File: src/bbefc_regs.svh
// Constants for the backlight boost enable and fault controller.
// Assumes a 32-bit classic Wishbone slave with word-aligned registers.
`ifndef BBEFC_REGS_SVH
`define BBEFC_REGS_SVH

`define BBEFC_ADR_CTRL      8'h00
`define BBEFC_ADR_STATUS    8'h04
`define BBEFC_ADR_IRQ_STAT  8'h08
`define BBEFC_ADR_IRQ_MASK  8'h0c
`define BBEFC_ADR_STRINGS   8'h10

// Control register fields
`define BBEFC_CTRL_MAIN_LSB 0
`define BBEFC_CTRL_MAIN_MSB 2
`define BBEFC_CTRL_FOURTH   3
`define BBEFC_CTRL_SCENE    4
`define BBEFC_CTRL_DUAL     5
`define BBEFC_CTRL_PWM      6
`define BBEFC_CTRL_W        7
`define BBEFC_CTRL_RST      7'h00

// Event bits (status and mask share this layout)
`define BBEFC_EV_FAULT_SET  0
`define BBEFC_EV_FAULT_CLR  1
`define BBEFC_EV_SHORT      2
`define BBEFC_EV_OVP        3
`define BBEFC_EV_OPEN       4
`define BBEFC_EV_W          5
`define BBEFC_EV_RST        5'h00

// Soft-start window: 4.0 ms at 25 MHz
`define BBEFC_SOFTSTART_US  4000
`define BBEFC_CLK_MHZ       25
`define BBEFC_SS_CYCLES     (`BBEFC_SOFTSTART_US * `BBEFC_CLK_MHZ)
`define BBEFC_SS_W          17

`endif

File: src/bbefc_pkg.sv
// Types for the backlight boost enable and fault controller.
// Assumes nothing beyond the register header.
package bbefc_pkg;
  typedef enum logic [1:0] {
    BBEFC_STR_OFF,
    BBEFC_STR_BACKLIGHT,
    BBEFC_STR_PWM,
    BBEFC_STR_SCENE
  } bbefc_str_mode_t;

  typedef enum {
    BBEFC_BOOST_OFF,
    BBEFC_BOOST_SOFTSTART,
    BBEFC_BOOST_RAMP,
    BBEFC_BOOST_READY,
    BBEFC_BOOST_SHORTED
  } bbefc_boost_st_t;
endpackage : bbefc_pkg

File: src/bbefc_ctrl.sv
// Backlight boost enable decode, string routing and fault flag merge.
// Assumes classic Wishbone master on core_clk_in; detector inputs are asynchronous.
`timescale 1ns/1ps
`include "bbefc_regs.svh"
module bbefc_ctrl (
  input  wire logic        core_clk_in,
  input  wire logic        rstn_in,
  // Classic Wishbone slave
  input  wire logic        wb_cyc_in,
  input  wire logic        wb_stb_in,
  input  wire logic        wb_we_in,
  input  wire logic [7:0]  wb_adr_in,
  input  wire logic [3:0]  wb_sel_in,
  input  wire logic [31:0] wb_dat_in,
  output logic [31:0]      wb_dat_out,
  output logic             wb_ack_out,
  output logic             irq_out,
  // Analog detectors
  input  wire logic        uv_detect_in,
  input  wire logic        ov_detect_in,
  input  wire logic        oc_detect_in,
  input  wire logic        short_detect_in,
  input  wire logic        steady_state_in,
  input  wire logic [2:0]  open_string_in,
  // Boost stage controls
  output logic             backlight_boost_rail_out,
  output logic             regulator_run_out,
  output logic             switch_off_out,
  output logic             uv_comparator_en_out,
  output logic             fixed_reference_out,
  output logic             clamp_22v_out,
  output logic             boost_fault_flag_out,
  // Per-string control: mode, zone (0 = zone_one, 1 = zone_two), sink enable
  output logic [7:0]       string_mode_out,
  output logic [3:0]       string_zone_two_out,
  output logic [3:0]       string_sink_en_out,
  output logic [2:0]       loop_member_out
);
  localparam logic [16:0] SS_CYC = 17'(`BBEFC_SS_CYCLES);

  logic [`BBEFC_CTRL_W-1:0] ctrl_q;
  logic [`BBEFC_EV_W-1:0]   ev_stat_q;
  logic [`BBEFC_EV_W-1:0]   ev_mask_q;
  logic [`BBEFC_EV_W-1:0]   ev_set;
  logic [16:0]              ss_cnt_q;
  logic                     short_q;
  logic                     fault_q;
  logic                     short_off_q;
  logic [7:0]               open_s;
  logic                     uv_s, ov_s, oc_s, sc_s, steady_s;
  logic [2:0]               open_s3;
  logic [2:0]               open_prev_q;
  bbefc_pkg::bbefc_boost_st_t st_q;

  // Detector levels cross into the core domain
  bbefc_sync #(.W(8)) u_sync (
    .core_clk_in (core_clk_in),
    .rstn_in     (rstn_in),
    .async_in    ({uv_detect_in, ov_detect_in, oc_detect_in, short_detect_in,
                   steady_state_in, open_string_in}),
    .sync_out    (open_s)
  );
  assign {uv_s, ov_s, oc_s, sc_s, steady_s, open_s3} = open_s;

  // Decoded control bits
  logic [2:0] main_en;
  logic       fourth_en, scene_en, dual_sel, pwm_mode, any_main, boost_req, fourth_bl;
  assign main_en   = ctrl_q[`BBEFC_CTRL_MAIN_MSB:`BBEFC_CTRL_MAIN_LSB];
  assign scene_en  = ctrl_q[`BBEFC_CTRL_SCENE];
  assign fourth_en = ctrl_q[`BBEFC_CTRL_FOURTH] & scene_en;
  assign dual_sel  = ctrl_q[`BBEFC_CTRL_DUAL];
  // Main enables are gated off in PWM mode; software must not combine them
  assign pwm_mode  = ctrl_q[`BBEFC_CTRL_PWM];
  assign any_main  = |main_en & ~pwm_mode;
  assign boost_req = any_main | scene_en;
  assign fourth_bl = fourth_en | (dual_sel & scene_en);

  // Wishbone register writes, byte lane 0 carries every field
  logic wr_stb;
  assign wr_stb = wb_cyc_in & wb_stb_in & wb_we_in & ~wb_ack_out & wb_sel_in[0];

  always_ff @(posedge core_clk_in or negedge rstn_in) begin
    if (!rstn_in) begin
      ctrl_q <= `BBEFC_CTRL_RST;
    end else if (wr_stb && wb_adr_in == `BBEFC_ADR_CTRL) begin
      ctrl_q <= wb_dat_in[`BBEFC_CTRL_W-1:0];
    end
  end

  always_ff @(posedge core_clk_in or negedge rstn_in) begin
    if (!rstn_in) begin
      ev_mask_q <= `BBEFC_EV_RST;
    end else if (wr_stb && wb_adr_in == `BBEFC_ADR_IRQ_MASK) begin
      ev_mask_q <= wb_dat_in[`BBEFC_EV_W-1:0];
    end
  end

  // Sticky events: a set in the clearing cycle wins
  always_ff @(posedge core_clk_in or negedge rstn_in) begin
    if (!rstn_in) begin
      ev_stat_q <= `BBEFC_EV_RST;
    end else if (wr_stb && wb_adr_in == `BBEFC_ADR_IRQ_STAT) begin
      ev_stat_q <= (ev_stat_q & ~wb_dat_in[`BBEFC_EV_W-1:0]) | ev_set;
    end else begin
      ev_stat_q <= ev_stat_q | ev_set;
    end
  end

  always_ff @(posedge core_clk_in or negedge rstn_in) begin
    if (!rstn_in) begin
      irq_out <= 1'b0;
    end else begin
      irq_out <= |(ev_stat_q & ev_mask_q);
    end
  end

  // Single-cycle acknowledge and read data
  always_ff @(posedge core_clk_in or negedge rstn_in) begin
    if (!rstn_in) begin
      wb_ack_out <= 1'b0;
      wb_dat_out <= 32'h0000_0000;
    end else begin
      wb_ack_out <= wb_cyc_in & wb_stb_in & ~wb_ack_out;
      case (wb_adr_in)
        `BBEFC_ADR_CTRL:     wb_dat_out <= 32'(ctrl_q);
        `BBEFC_ADR_STATUS:   wb_dat_out <= 32'({open_prev_q, uv_comparator_en_out, short_q,
                                                fault_q, backlight_boost_rail_out});
        `BBEFC_ADR_IRQ_STAT: wb_dat_out <= 32'(ev_stat_q);
        `BBEFC_ADR_IRQ_MASK: wb_dat_out <= 32'(ev_mask_q);
        `BBEFC_ADR_STRINGS:  wb_dat_out <= 32'({string_sink_en_out, string_zone_two_out,
                                                string_mode_out});
        default:             wb_dat_out <= 32'h0000_0000;
      endcase
    end
  end

  // Boost sequencing
  always_ff @(posedge core_clk_in or negedge rstn_in) begin
    if (!rstn_in) begin
      st_q     <= bbefc_pkg::BBEFC_BOOST_OFF;
      ss_cnt_q <= 17'h0_0000;
    end else begin
      case (st_q)
        bbefc_pkg::BBEFC_BOOST_OFF: begin
          ss_cnt_q <= 17'h0_0000;
          if (boost_req) st_q <= bbefc_pkg::BBEFC_BOOST_SOFTSTART;
        end
        bbefc_pkg::BBEFC_BOOST_SOFTSTART: begin
          // Short masked until soft-start ends
          ss_cnt_q <= ss_cnt_q + 17'h0_0001;
          if (!boost_req) st_q <= bbefc_pkg::BBEFC_BOOST_OFF;
          else if (ss_cnt_q == SS_CYC - 17'h0_0001) st_q <= bbefc_pkg::BBEFC_BOOST_RAMP;
        end
        bbefc_pkg::BBEFC_BOOST_RAMP: begin
          if (!boost_req) st_q <= bbefc_pkg::BBEFC_BOOST_OFF;
          else if (sc_s) st_q <= bbefc_pkg::BBEFC_BOOST_SHORTED;
          else if (steady_s) st_q <= bbefc_pkg::BBEFC_BOOST_READY;
        end
        bbefc_pkg::BBEFC_BOOST_READY: begin
          if (!boost_req) st_q <= bbefc_pkg::BBEFC_BOOST_OFF;
          else if (sc_s) st_q <= bbefc_pkg::BBEFC_BOOST_SHORTED;
        end
        bbefc_pkg::BBEFC_BOOST_SHORTED: begin
          // Latch holds while disabled; only a fresh enable restarts
          ss_cnt_q <= 17'h0_0000;
          if (short_off_q && boost_req) st_q <= bbefc_pkg::BBEFC_BOOST_SOFTSTART;
        end
        default: st_q <= bbefc_pkg::BBEFC_BOOST_OFF;
      endcase
    end
  end

  assign short_q = (st_q == bbefc_pkg::BBEFC_BOOST_SHORTED);

  // Remembers that the request dropped while the short was latched
  always_ff @(posedge core_clk_in or negedge rstn_in) begin
    if (!rstn_in) begin
      short_off_q <= 1'b0;
    end else begin
      short_off_q <= short_q & (short_off_q | ~boost_req);
    end
  end

  logic running, ready, fault_d;
  assign running = (st_q == bbefc_pkg::BBEFC_BOOST_SOFTSTART) || (st_q == bbefc_pkg::BBEFC_BOOST_RAMP)
                   || (st_q == bbefc_pkg::BBEFC_BOOST_READY);
  assign ready   = (st_q == bbefc_pkg::BBEFC_BOOST_READY);
  // Under-voltage only counts while its comparator is on
  assign fault_d = (running & ~ready) | (uv_comparator_en_out & uv_s) | (running & (ov_s | oc_s))
                   | short_q;

  // Per-string routing
  function automatic logic [1:0] str_mode(input logic on, input logic pwm);
    if (pwm) str_mode = 2'(bbefc_pkg::BBEFC_STR_PWM);
    else if (on) str_mode = 2'(bbefc_pkg::BBEFC_STR_BACKLIGHT);
    else str_mode = 2'(bbefc_pkg::BBEFC_STR_OFF);
  endfunction : str_mode

  logic [7:0] mode_d;
  logic [3:0] sink_d;
  always_comb begin
    for (int i = 0; i < 3; i++) begin
      mode_d[2*i +: 2] = str_mode(main_en[i] & ~pwm_mode, pwm_mode);
    end
    if (!scene_en) mode_d[7:6] = 2'(bbefc_pkg::BBEFC_STR_OFF);
    else if (fourth_bl) mode_d[7:6] = 2'(bbefc_pkg::BBEFC_STR_BACKLIGHT);
    else mode_d[7:6] = 2'(bbefc_pkg::BBEFC_STR_SCENE);
    for (int i = 0; i < 3; i++) begin
      // Open strings are dropped; overvoltage cuts every sink except strings one to three in PWM mode
      sink_d[i] = (mode_d[2*i +: 2] != 2'(bbefc_pkg::BBEFC_STR_OFF)) & ~open_s3[i]
                  & ~(ov_s & ~pwm_mode);
    end
    sink_d[3] = scene_en & ~ov_s & ~short_q;
  end

  // Events for the status register
  always_comb begin
    ev_set = `BBEFC_EV_RST;
    ev_set[`BBEFC_EV_FAULT_SET] = fault_d & ~fault_q;
    ev_set[`BBEFC_EV_FAULT_CLR] = ~fault_d & fault_q;
    ev_set[`BBEFC_EV_SHORT]     = (st_q != bbefc_pkg::BBEFC_BOOST_SHORTED) && running && sc_s
                                  && (st_q != bbefc_pkg::BBEFC_BOOST_SOFTSTART);
    ev_set[`BBEFC_EV_OVP]       = ov_s & running;
    ev_set[`BBEFC_EV_OPEN]      = |(open_s3 & ~open_prev_q);
  end

  // Registered outputs toward the boost stage and sinks
  always_ff @(posedge core_clk_in or negedge rstn_in) begin
    if (!rstn_in) begin
      backlight_boost_rail_out <= 1'b0;
      regulator_run_out        <= 1'b0;
      switch_off_out           <= 1'b1;
      uv_comparator_en_out     <= 1'b0;
      fixed_reference_out      <= 1'b0;
      clamp_22v_out            <= 1'b0;
      fault_q                  <= 1'b0;
      string_mode_out          <= 8'h00;
      string_zone_two_out      <= 4'h0;
      string_sink_en_out       <= 4'h0;
      loop_member_out          <= 3'h0;
      open_prev_q              <= 3'h0;
    end else begin
      backlight_boost_rail_out <= running;
      regulator_run_out        <= running & ~ov_s;
      switch_off_out           <= ~running | ov_s | oc_s;
      // Comparator on through start-up, then only for scene-only load
      uv_comparator_en_out     <= running & (~ready | ~any_main);
      fixed_reference_out      <= scene_en & ~any_main & ~fourth_bl;
      clamp_22v_out            <= |(open_s3 & main_en) & any_main;
      fault_q                  <= fault_d;
      string_mode_out          <= mode_d;
      // Each zone gets its own PWM timing via these zone tags
      string_zone_two_out      <= {scene_en & dual_sel, dual_sel & (main_en[2] | pwm_mode), 2'b00};
      string_sink_en_out       <= sink_d;
      loop_member_out          <= main_en & ~open_s3 & {3{any_main}};
      open_prev_q              <= open_s3;
    end
  end
  assign boost_fault_flag_out = fault_q;

  // Assertions
  fourth_needs_scene_a: assert property (@(posedge core_clk_in) disable iff (!rstn_in)
    !scene_en |-> ##1 string_mode_out[7:6] == 2'(bbefc_pkg::BBEFC_STR_OFF))
    else $error("fourth string active without scene enable");
  boost_follows_req_a: assert property (@(posedge core_clk_in) disable iff (!rstn_in)
    (st_q == bbefc_pkg::BBEFC_BOOST_OFF && boost_req) |-> ##2 backlight_boost_rail_out)
    else $error("boost rail not on after request");
  dual_zone_map_a: assert property (@(posedge core_clk_in) disable iff (!rstn_in)
    (dual_sel && scene_en) |-> ##1 string_zone_two_out[3])
    else $error("string four not in zone two");
  pwm_no_boost_a: assert property (@(posedge core_clk_in) disable iff (!rstn_in)
    (pwm_mode && !scene_en && st_q == bbefc_pkg::BBEFC_BOOST_OFF) |=> !running)
    else $error("pwm mode started boost");
  startup_fault_a: assert property (@(posedge core_clk_in) disable iff (!rstn_in)
    $rose(running) |-> ##1 boost_fault_flag_out && uv_comparator_en_out)
    else $error("start-up did not raise fault");
  uv_off_main_a: assert property (@(posedge core_clk_in) disable iff (!rstn_in)
    (ready && any_main) |=> !uv_comparator_en_out)
    else $error("uv comparator left on with main strings");
  ov_sinks_off_a: assert property (@(posedge core_clk_in) disable iff (!rstn_in)
    (ov_s && running) |=> !string_sink_en_out[3] && !regulator_run_out)
    else $error("overvoltage left sink or regulator on");
  oc_switch_off_a: assert property (@(posedge core_clk_in) disable iff (!rstn_in)
    (oc_s && running) |=> switch_off_out && boost_fault_flag_out)
    else $error("overcurrent did not open switch");
  short_latched_a: assert property (@(posedge core_clk_in) disable iff (!rstn_in)
    (short_q && boost_req && !short_off_q) |=> short_q && !backlight_boost_rail_out)
    else $error("short latch released while enabled");
  ss_mask_a: assert property (@(posedge core_clk_in) disable iff (!rstn_in)
    (st_q == bbefc_pkg::BBEFC_BOOST_SOFTSTART) |=> st_q != bbefc_pkg::BBEFC_BOOST_SHORTED)
    else $error("short detected during soft-start");
  fixed_ref_a: assert property (@(posedge core_clk_in) disable iff (!rstn_in)
    (scene_en && !any_main && !fourth_bl) |=> fixed_reference_out)
    else $error("fixed reference not selected");
  scene_mode_a: assert property (@(posedge core_clk_in) disable iff (!rstn_in)
    (scene_en && !fourth_bl) |=> string_mode_out[7:6] == 2'(bbefc_pkg::BBEFC_STR_SCENE))
    else $error("fourth string not in camera scene mode");
  zone_two_string_a: assert property (@(posedge core_clk_in) disable iff (!rstn_in)
    (dual_sel && main_en[2]) |=> string_zone_two_out[2])
    else $error("string three not in zone two");
  pwm_sink_mode_a: assert property (@(posedge core_clk_in) disable iff (!rstn_in)
    pwm_mode |=> string_mode_out[5:0] == {3{2'(bbefc_pkg::BBEFC_STR_PWM)}})
    else $error("strings one to three not in pwm mode");
  ready_clear_a: assert property (@(posedge core_clk_in) disable iff (!rstn_in)
    (ready && !uv_s && !ov_s && !oc_s) |=> !boost_fault_flag_out)
    else $error("fault held after boost ready");
  scene_uv_on_a: assert property (@(posedge core_clk_in) disable iff (!rstn_in)
    (ready && !any_main) |=> uv_comparator_en_out)
    else $error("uv comparator dropped for scene-only load");
  uv_fault_a: assert property (@(posedge core_clk_in) disable iff (!rstn_in)
    (uv_comparator_en_out && uv_s) |=> boost_fault_flag_out)
    else $error("undervoltage did not raise fault");
  ov_fault_a: assert property (@(posedge core_clk_in) disable iff (!rstn_in)
    (ov_s && running) |=> boost_fault_flag_out)
    else $error("overvoltage did not raise fault");
  open_drop_a: assert property (@(posedge core_clk_in) disable iff (!rstn_in)
    open_s3[0] |=> !loop_member_out[0])
    else $error("open string kept in regulation loop");
  short_fault_a: assert property (@(posedge core_clk_in) disable iff (!rstn_in)
    short_q |=> boost_fault_flag_out)
    else $error("latched short without fault");

  boost_ready_c: cover property (@(posedge core_clk_in) disable iff (!rstn_in)
    $rose(ready));
  short_trip_c: cover property (@(posedge core_clk_in) disable iff (!rstn_in)
    $rose(short_q));
  dual_zone_c: cover property (@(posedge core_clk_in) disable iff (!rstn_in)
    dual_sel && any_main && scene_en && ready);
  irq_c: cover property (@(posedge core_clk_in) disable iff (!rstn_in)
    $rose(irq_out));
  short_restart_c: cover property (@(posedge core_clk_in) disable iff (!rstn_in)
    $fell(short_q) && running);
endmodule : bbefc_ctrl

File: src/bbefc_sync.sv
// Two-flop synchroniser for a vector of detector levels.
// Assumes asynchronous inputs and one clock domain.
`timescale 1ns/1ps
module bbefc_sync #(
  parameter int W = 5
) (
  input  wire logic         core_clk_in,
  input  wire logic         rstn_in,
  input  wire logic [W-1:0] async_in,
  output logic [W-1:0]      sync_out
);
  logic [W-1:0] meta_q;

  always_ff @(posedge core_clk_in or negedge rstn_in) begin
    if (!rstn_in) begin
      meta_q   <= '0;
      sync_out <= '0;
    end else begin
      meta_q   <= async_in;
      sync_out <= meta_q;
    end
  end
endmodule : bbefc_sync

File: config.mk
export PLATFORM = sky130hd
export DESIGN_NAME = bbefc_ctrl
export DESIGN_NICKNAME = d
export VERILOG_FILES = /design/src/bbefc_pkg.sv /design/src/bbefc_ctrl.sv /design/src/bbefc_sync.sv
export VERILOG_INCLUDE_DIRS = /design/src
export SDC_FILE = /design/constraint.sdc
export NUM_CORES = 1
export LEC_CHECK = 0
export BUFFER_PORTS_ARGS = -buffer_cell sky130_fd_sc_hd__buf_2
export CAP_MARGIN = 15
export CORE_MARGIN = 2
export CORE_UTILIZATION = 51
export CTS_CLUSTER_DIAMETER = 60
export DETAILED_ROUTE_END_ITERATION = 8
export GPL_TIMING_DRIVEN = 0
export PLACE_DENSITY = 0.9
export SLEW_MARGIN = 0
export SYNTH_ARGS = -nofsm -noshare
export SYNTH_HDL_FRONTEND = slang
export SYNTH_SLANG_ARGS = --single-unit
File: constraint.sdc
create_clock -name core_clk_in -period 2.2 [get_ports core_clk_in]
set_input_delay 0.33 -clock core_clk_in [delete_from_list [all_inputs] [get_ports core_clk_in]]
set_output_delay 0.33 -clock core_clk_in [all_outputs]
set_load 0.02 [all_outputs]
==> results.sh <==
export IMPL_fin_util_pct=62.2
export IMPL_min_period_ps=2040
export IMPL_vias=2862
export IMPL_antenna_cells=0
export IMPL_yosysTopAreaCell="dfrtp_1"
export IMPL_ys_flop_type="dfrtp_1"
export IMPL_synth_seq_cells=95
export IMPL_clk_pin_slew_worst_paths_ps=100
export IMPL_netlist_area_leader_share_pct=59.0
export IMPL_grt_max_degree=52
export IMPL_synth_seq_area_share_pct=59.7
export IMPL_synth_edf_count=0
export IMPL_path_delay_family="simple AND/OR/NAND/NOR gates"
export IMPL_num_nets_final=498
export IMPL_finalSetupViolCount=0
export IMPL_grt_pass1_vias=2787
export IMPL_path_class="flip-flop to flip-flop"
export IMPL_layout_commonest_cell="dfrtp_1"
export IMPL_wl_per_cell_um=15.2
export IMPL_layout_cells_non_filler=547
export IMPL_yosysWarnings=0
export IMPL_cts_path_max_buffers=2
export IMPL_slew_limit_headroom_pct=57.5
export IMPL_synth_compound_area_share_pct=7.95
export IMPL_async_reset_ff_share_pct=100
export IMPL_mostFrequentLayoutCells="dfrtp_1 (94), buf_2 (68), nor2_1 (23), buf_4 (23), nand2_1 (22)"
export IMPL_p_per_area_nw_per_um2=654
export IMPL_final_period_utilization_pct=92.6
export IMPL_crit_buf_inv=2
export IMPL_cp_arrival_ps=2320
export IMPL_antenna_found_initial=0
export IMPL_worst_setup_path_end_kind="flip-flop"
export IMPL_viasPerCell=5.23
export IMPL_drive_gt1_share_pct=29.4
export IMPL_yosys_area_share_simple_pct=16.8
export IMPL_cts_tree="built"
export IMPL_syn_inst=340
export IMPL_hold_path_class="input port to flip-flop"
export IMPL_p_leak_nw=2.46
export IMPL_critPathRequiredTime_ps=2480
export IMPL_gp_congestion=0.882
export IMPL_synthAdderAreaFrac_pct=0.314
export IMPL_cts_sinks=95
export IMPL_track_usage_pct=21.0
export IMPL_nFillCells=571
export IMPL_final_area_sq_um=4760
export IMPL_die_area_sq_um=8530
export IMPL_clock_skew_ps=10.8
export IMPL_die_y_um=92.4
export IMPL_coreArea_sq_um=7650
export IMPL_timing_hold_ws_ps=56.9
export IMPL_setup_tns_ps=0
export IMPL_row_count=32
export IMPL_initial_core_util_pct=52.1
export IMPL_post_dp_cell_area_sq_um=4550
export IMPL_finalPower_mw=3.11
export IMPL_postCtsSetupRepairBufs=0
export IMPL_grt_ovfl_total=0
export IMPL_place_ws_ps=78.9
export IMPL_tightest_slew_ps=637
export IMPL_critPathSlowestCell="or3b_2"
export IMPL_cts_buffers=9
export IMPL_synth_top_family_by_area="simple AND/OR/NAND/NOR gates"
export IMPL_die_x_um=92.4
export IMPL_peakVddDrop_v=0.000354
export IMPL_insertion_delay_ps=370
export IMPL_crit_path_max_incr_delay_ps=530
export IMPL_start_kind="flip-flop"
export IMPL_maxCapViolations=0
export IMPL_drtIter0Drc=281
export IMPL_h_tree_depth=3
export IMPL_port_buffers=67
export IMPL_rsz0062_at_grt="false"
export IMPL_syn_avg_cell_area_sq_um=11.7
export IMPL_path_max_fanout=10
export IMPL_dp_cells=530
export IMPL_grt_pass1_wl_mm=13.8
export IMPL_ant_nets=0
export IMPL_drv_slew=0
export IMPL_status="finished, final reports clean"
export IMPL_io_pins=117
export IMPL_synth_area_mux_share_pct=8.57
export IMPL_routed_wl_mm=8.30
export IMPL_hold_viol_final=0
export IMPL_syn_area_sq_um=3980
export IMPL_synth_cell_type_count=50
export IMPL_syn_to_final_growth_pct=19.4
export IMPL_cp_common_cell="clkbuf_1"
export IMPL_fmax_mhz=491
export IMPL_drc=0
export IMPL_worst_slack_ps=163
export IMPL_crit_path_cell_trace="clkbuf_1 -> or3b_2 -> clkbuf_1 -> nor4_2 -> mux2i_1"
export IMPL_netlist_top_cells_area="dfrtp_1 (59%), buf_4 (4.1%), mux2i_1 (3.8%)"
export IMPL_synth_xor_area_share_pct=0.440
export IMPL_firstDrtPassIters=4
export IMPL_cts_root_buf="clkbuf_8"
export IMPL_hpwl_mm=6.35
-- synth_stat cells (2+ instances only) --
cell        n
and2_1     11
nand2_1    22
nand3b_1    3
mux2_2     13
nor2b_1     9
a21oi_1    16
and3_1      4
dfrtp_1    94
or3_1       2
a22oi_1     2
nor3_1      8
a22o_1      2
nor4_1      3
mux4_2      2
clkbuf_1    7
o21a_1      2
o21ai_0    11
inv_1       9
nand3_1    12
mux2i_1    15
buf_4      22
o2bb2ai_1   6
nand4_1     5
a31oi_1     2
nor3b_1     6
a222oi_1    2
nor2_1     23
nand2b_1    5
-- layer usage --
| metal | track usage, % | share of wire (%) | vias to the layer above | wire length (um) |
|---|---|---|---|---|
| met5 | 0 | 0 | - | 0 |
| met2 | 32.8 | 49 | 115 | 4060 |
| met4 | 8.83 | 2.4 | 0 | 200 |
| li1 | - | - | 1344 | - |
| met1 | 28.7 | 41 | 1383 | 3440 |
| met3 | 4.56 | 7.2 | 20 | 596 |
-- report_power, final --
group	switching [mW]	internal, mW	total (mW)
logic	0.135	0.0920	0.227
registers	0.0305	1.78	1.82
clock network	0.636	0.436	1.07
-- flip-flops by register name, indices dropped and copies added, names as in the netlist, 4 cells and up --
signal	count
string_mode_out	6
string_sink_en_out	4
u_sync.sync_out	8
ss_cnt_q	17
ctrl_q	7
ev_stat_q	5
ev_mask_q	5
wb_dat_out	14
u_sync.meta_q	8
-- worst paths after layout --
kind	start	endpoint	slack [ps]	cells past startpoint
hold reg to reg	u_sync.meta_q[5]	u_sync.sync_out[5]	350	0
setup reg to reg	st_q[1]	ss_cnt_q[11]	160	5
max in group asynchronous	rstn_in	wb_dat_out[13]	1080	3
hold / removal	open_string_in[1]	u_sync.meta_q[1]	60	1
min in group asynchronous	rstn_in	regulator_run_out	490	2
setup / recovery	st_q[1]	ss_cnt_q[11]	160	5
-- area by class of cell --
type                            count  area [sq um]  area share (%)
Sequential cell                    95          2380            50.0
Multi-Input combinational cell    223          1440            30.2
Timing Repair Buffer               70           380            7.99
Buffer                             32           211            4.44
Tap cell                          102           128            2.68
Clock buffer                        9           124            2.60
Clock inverter                      7          65.1            1.37
Inverter                            9          33.8           0.710
-- kinds of logic after synthesis --
group | Yosys count
AOI/OAI and AO/OA | 49
xor gates and xnor gates | 2
adders and majority gates | 1
buffers and inverters | 41
DFF | 95
muxes | 30
other | 1
and+or+nand+nor | 121
-- what timing repair did --
item                       CTS  global route
resized for setup            0             1
setup endpoints to repair    0             1
hold buffers                 1             0
hold endpoints to repair    43             0
Note: power is estimated with default switching activity, not from simulation.
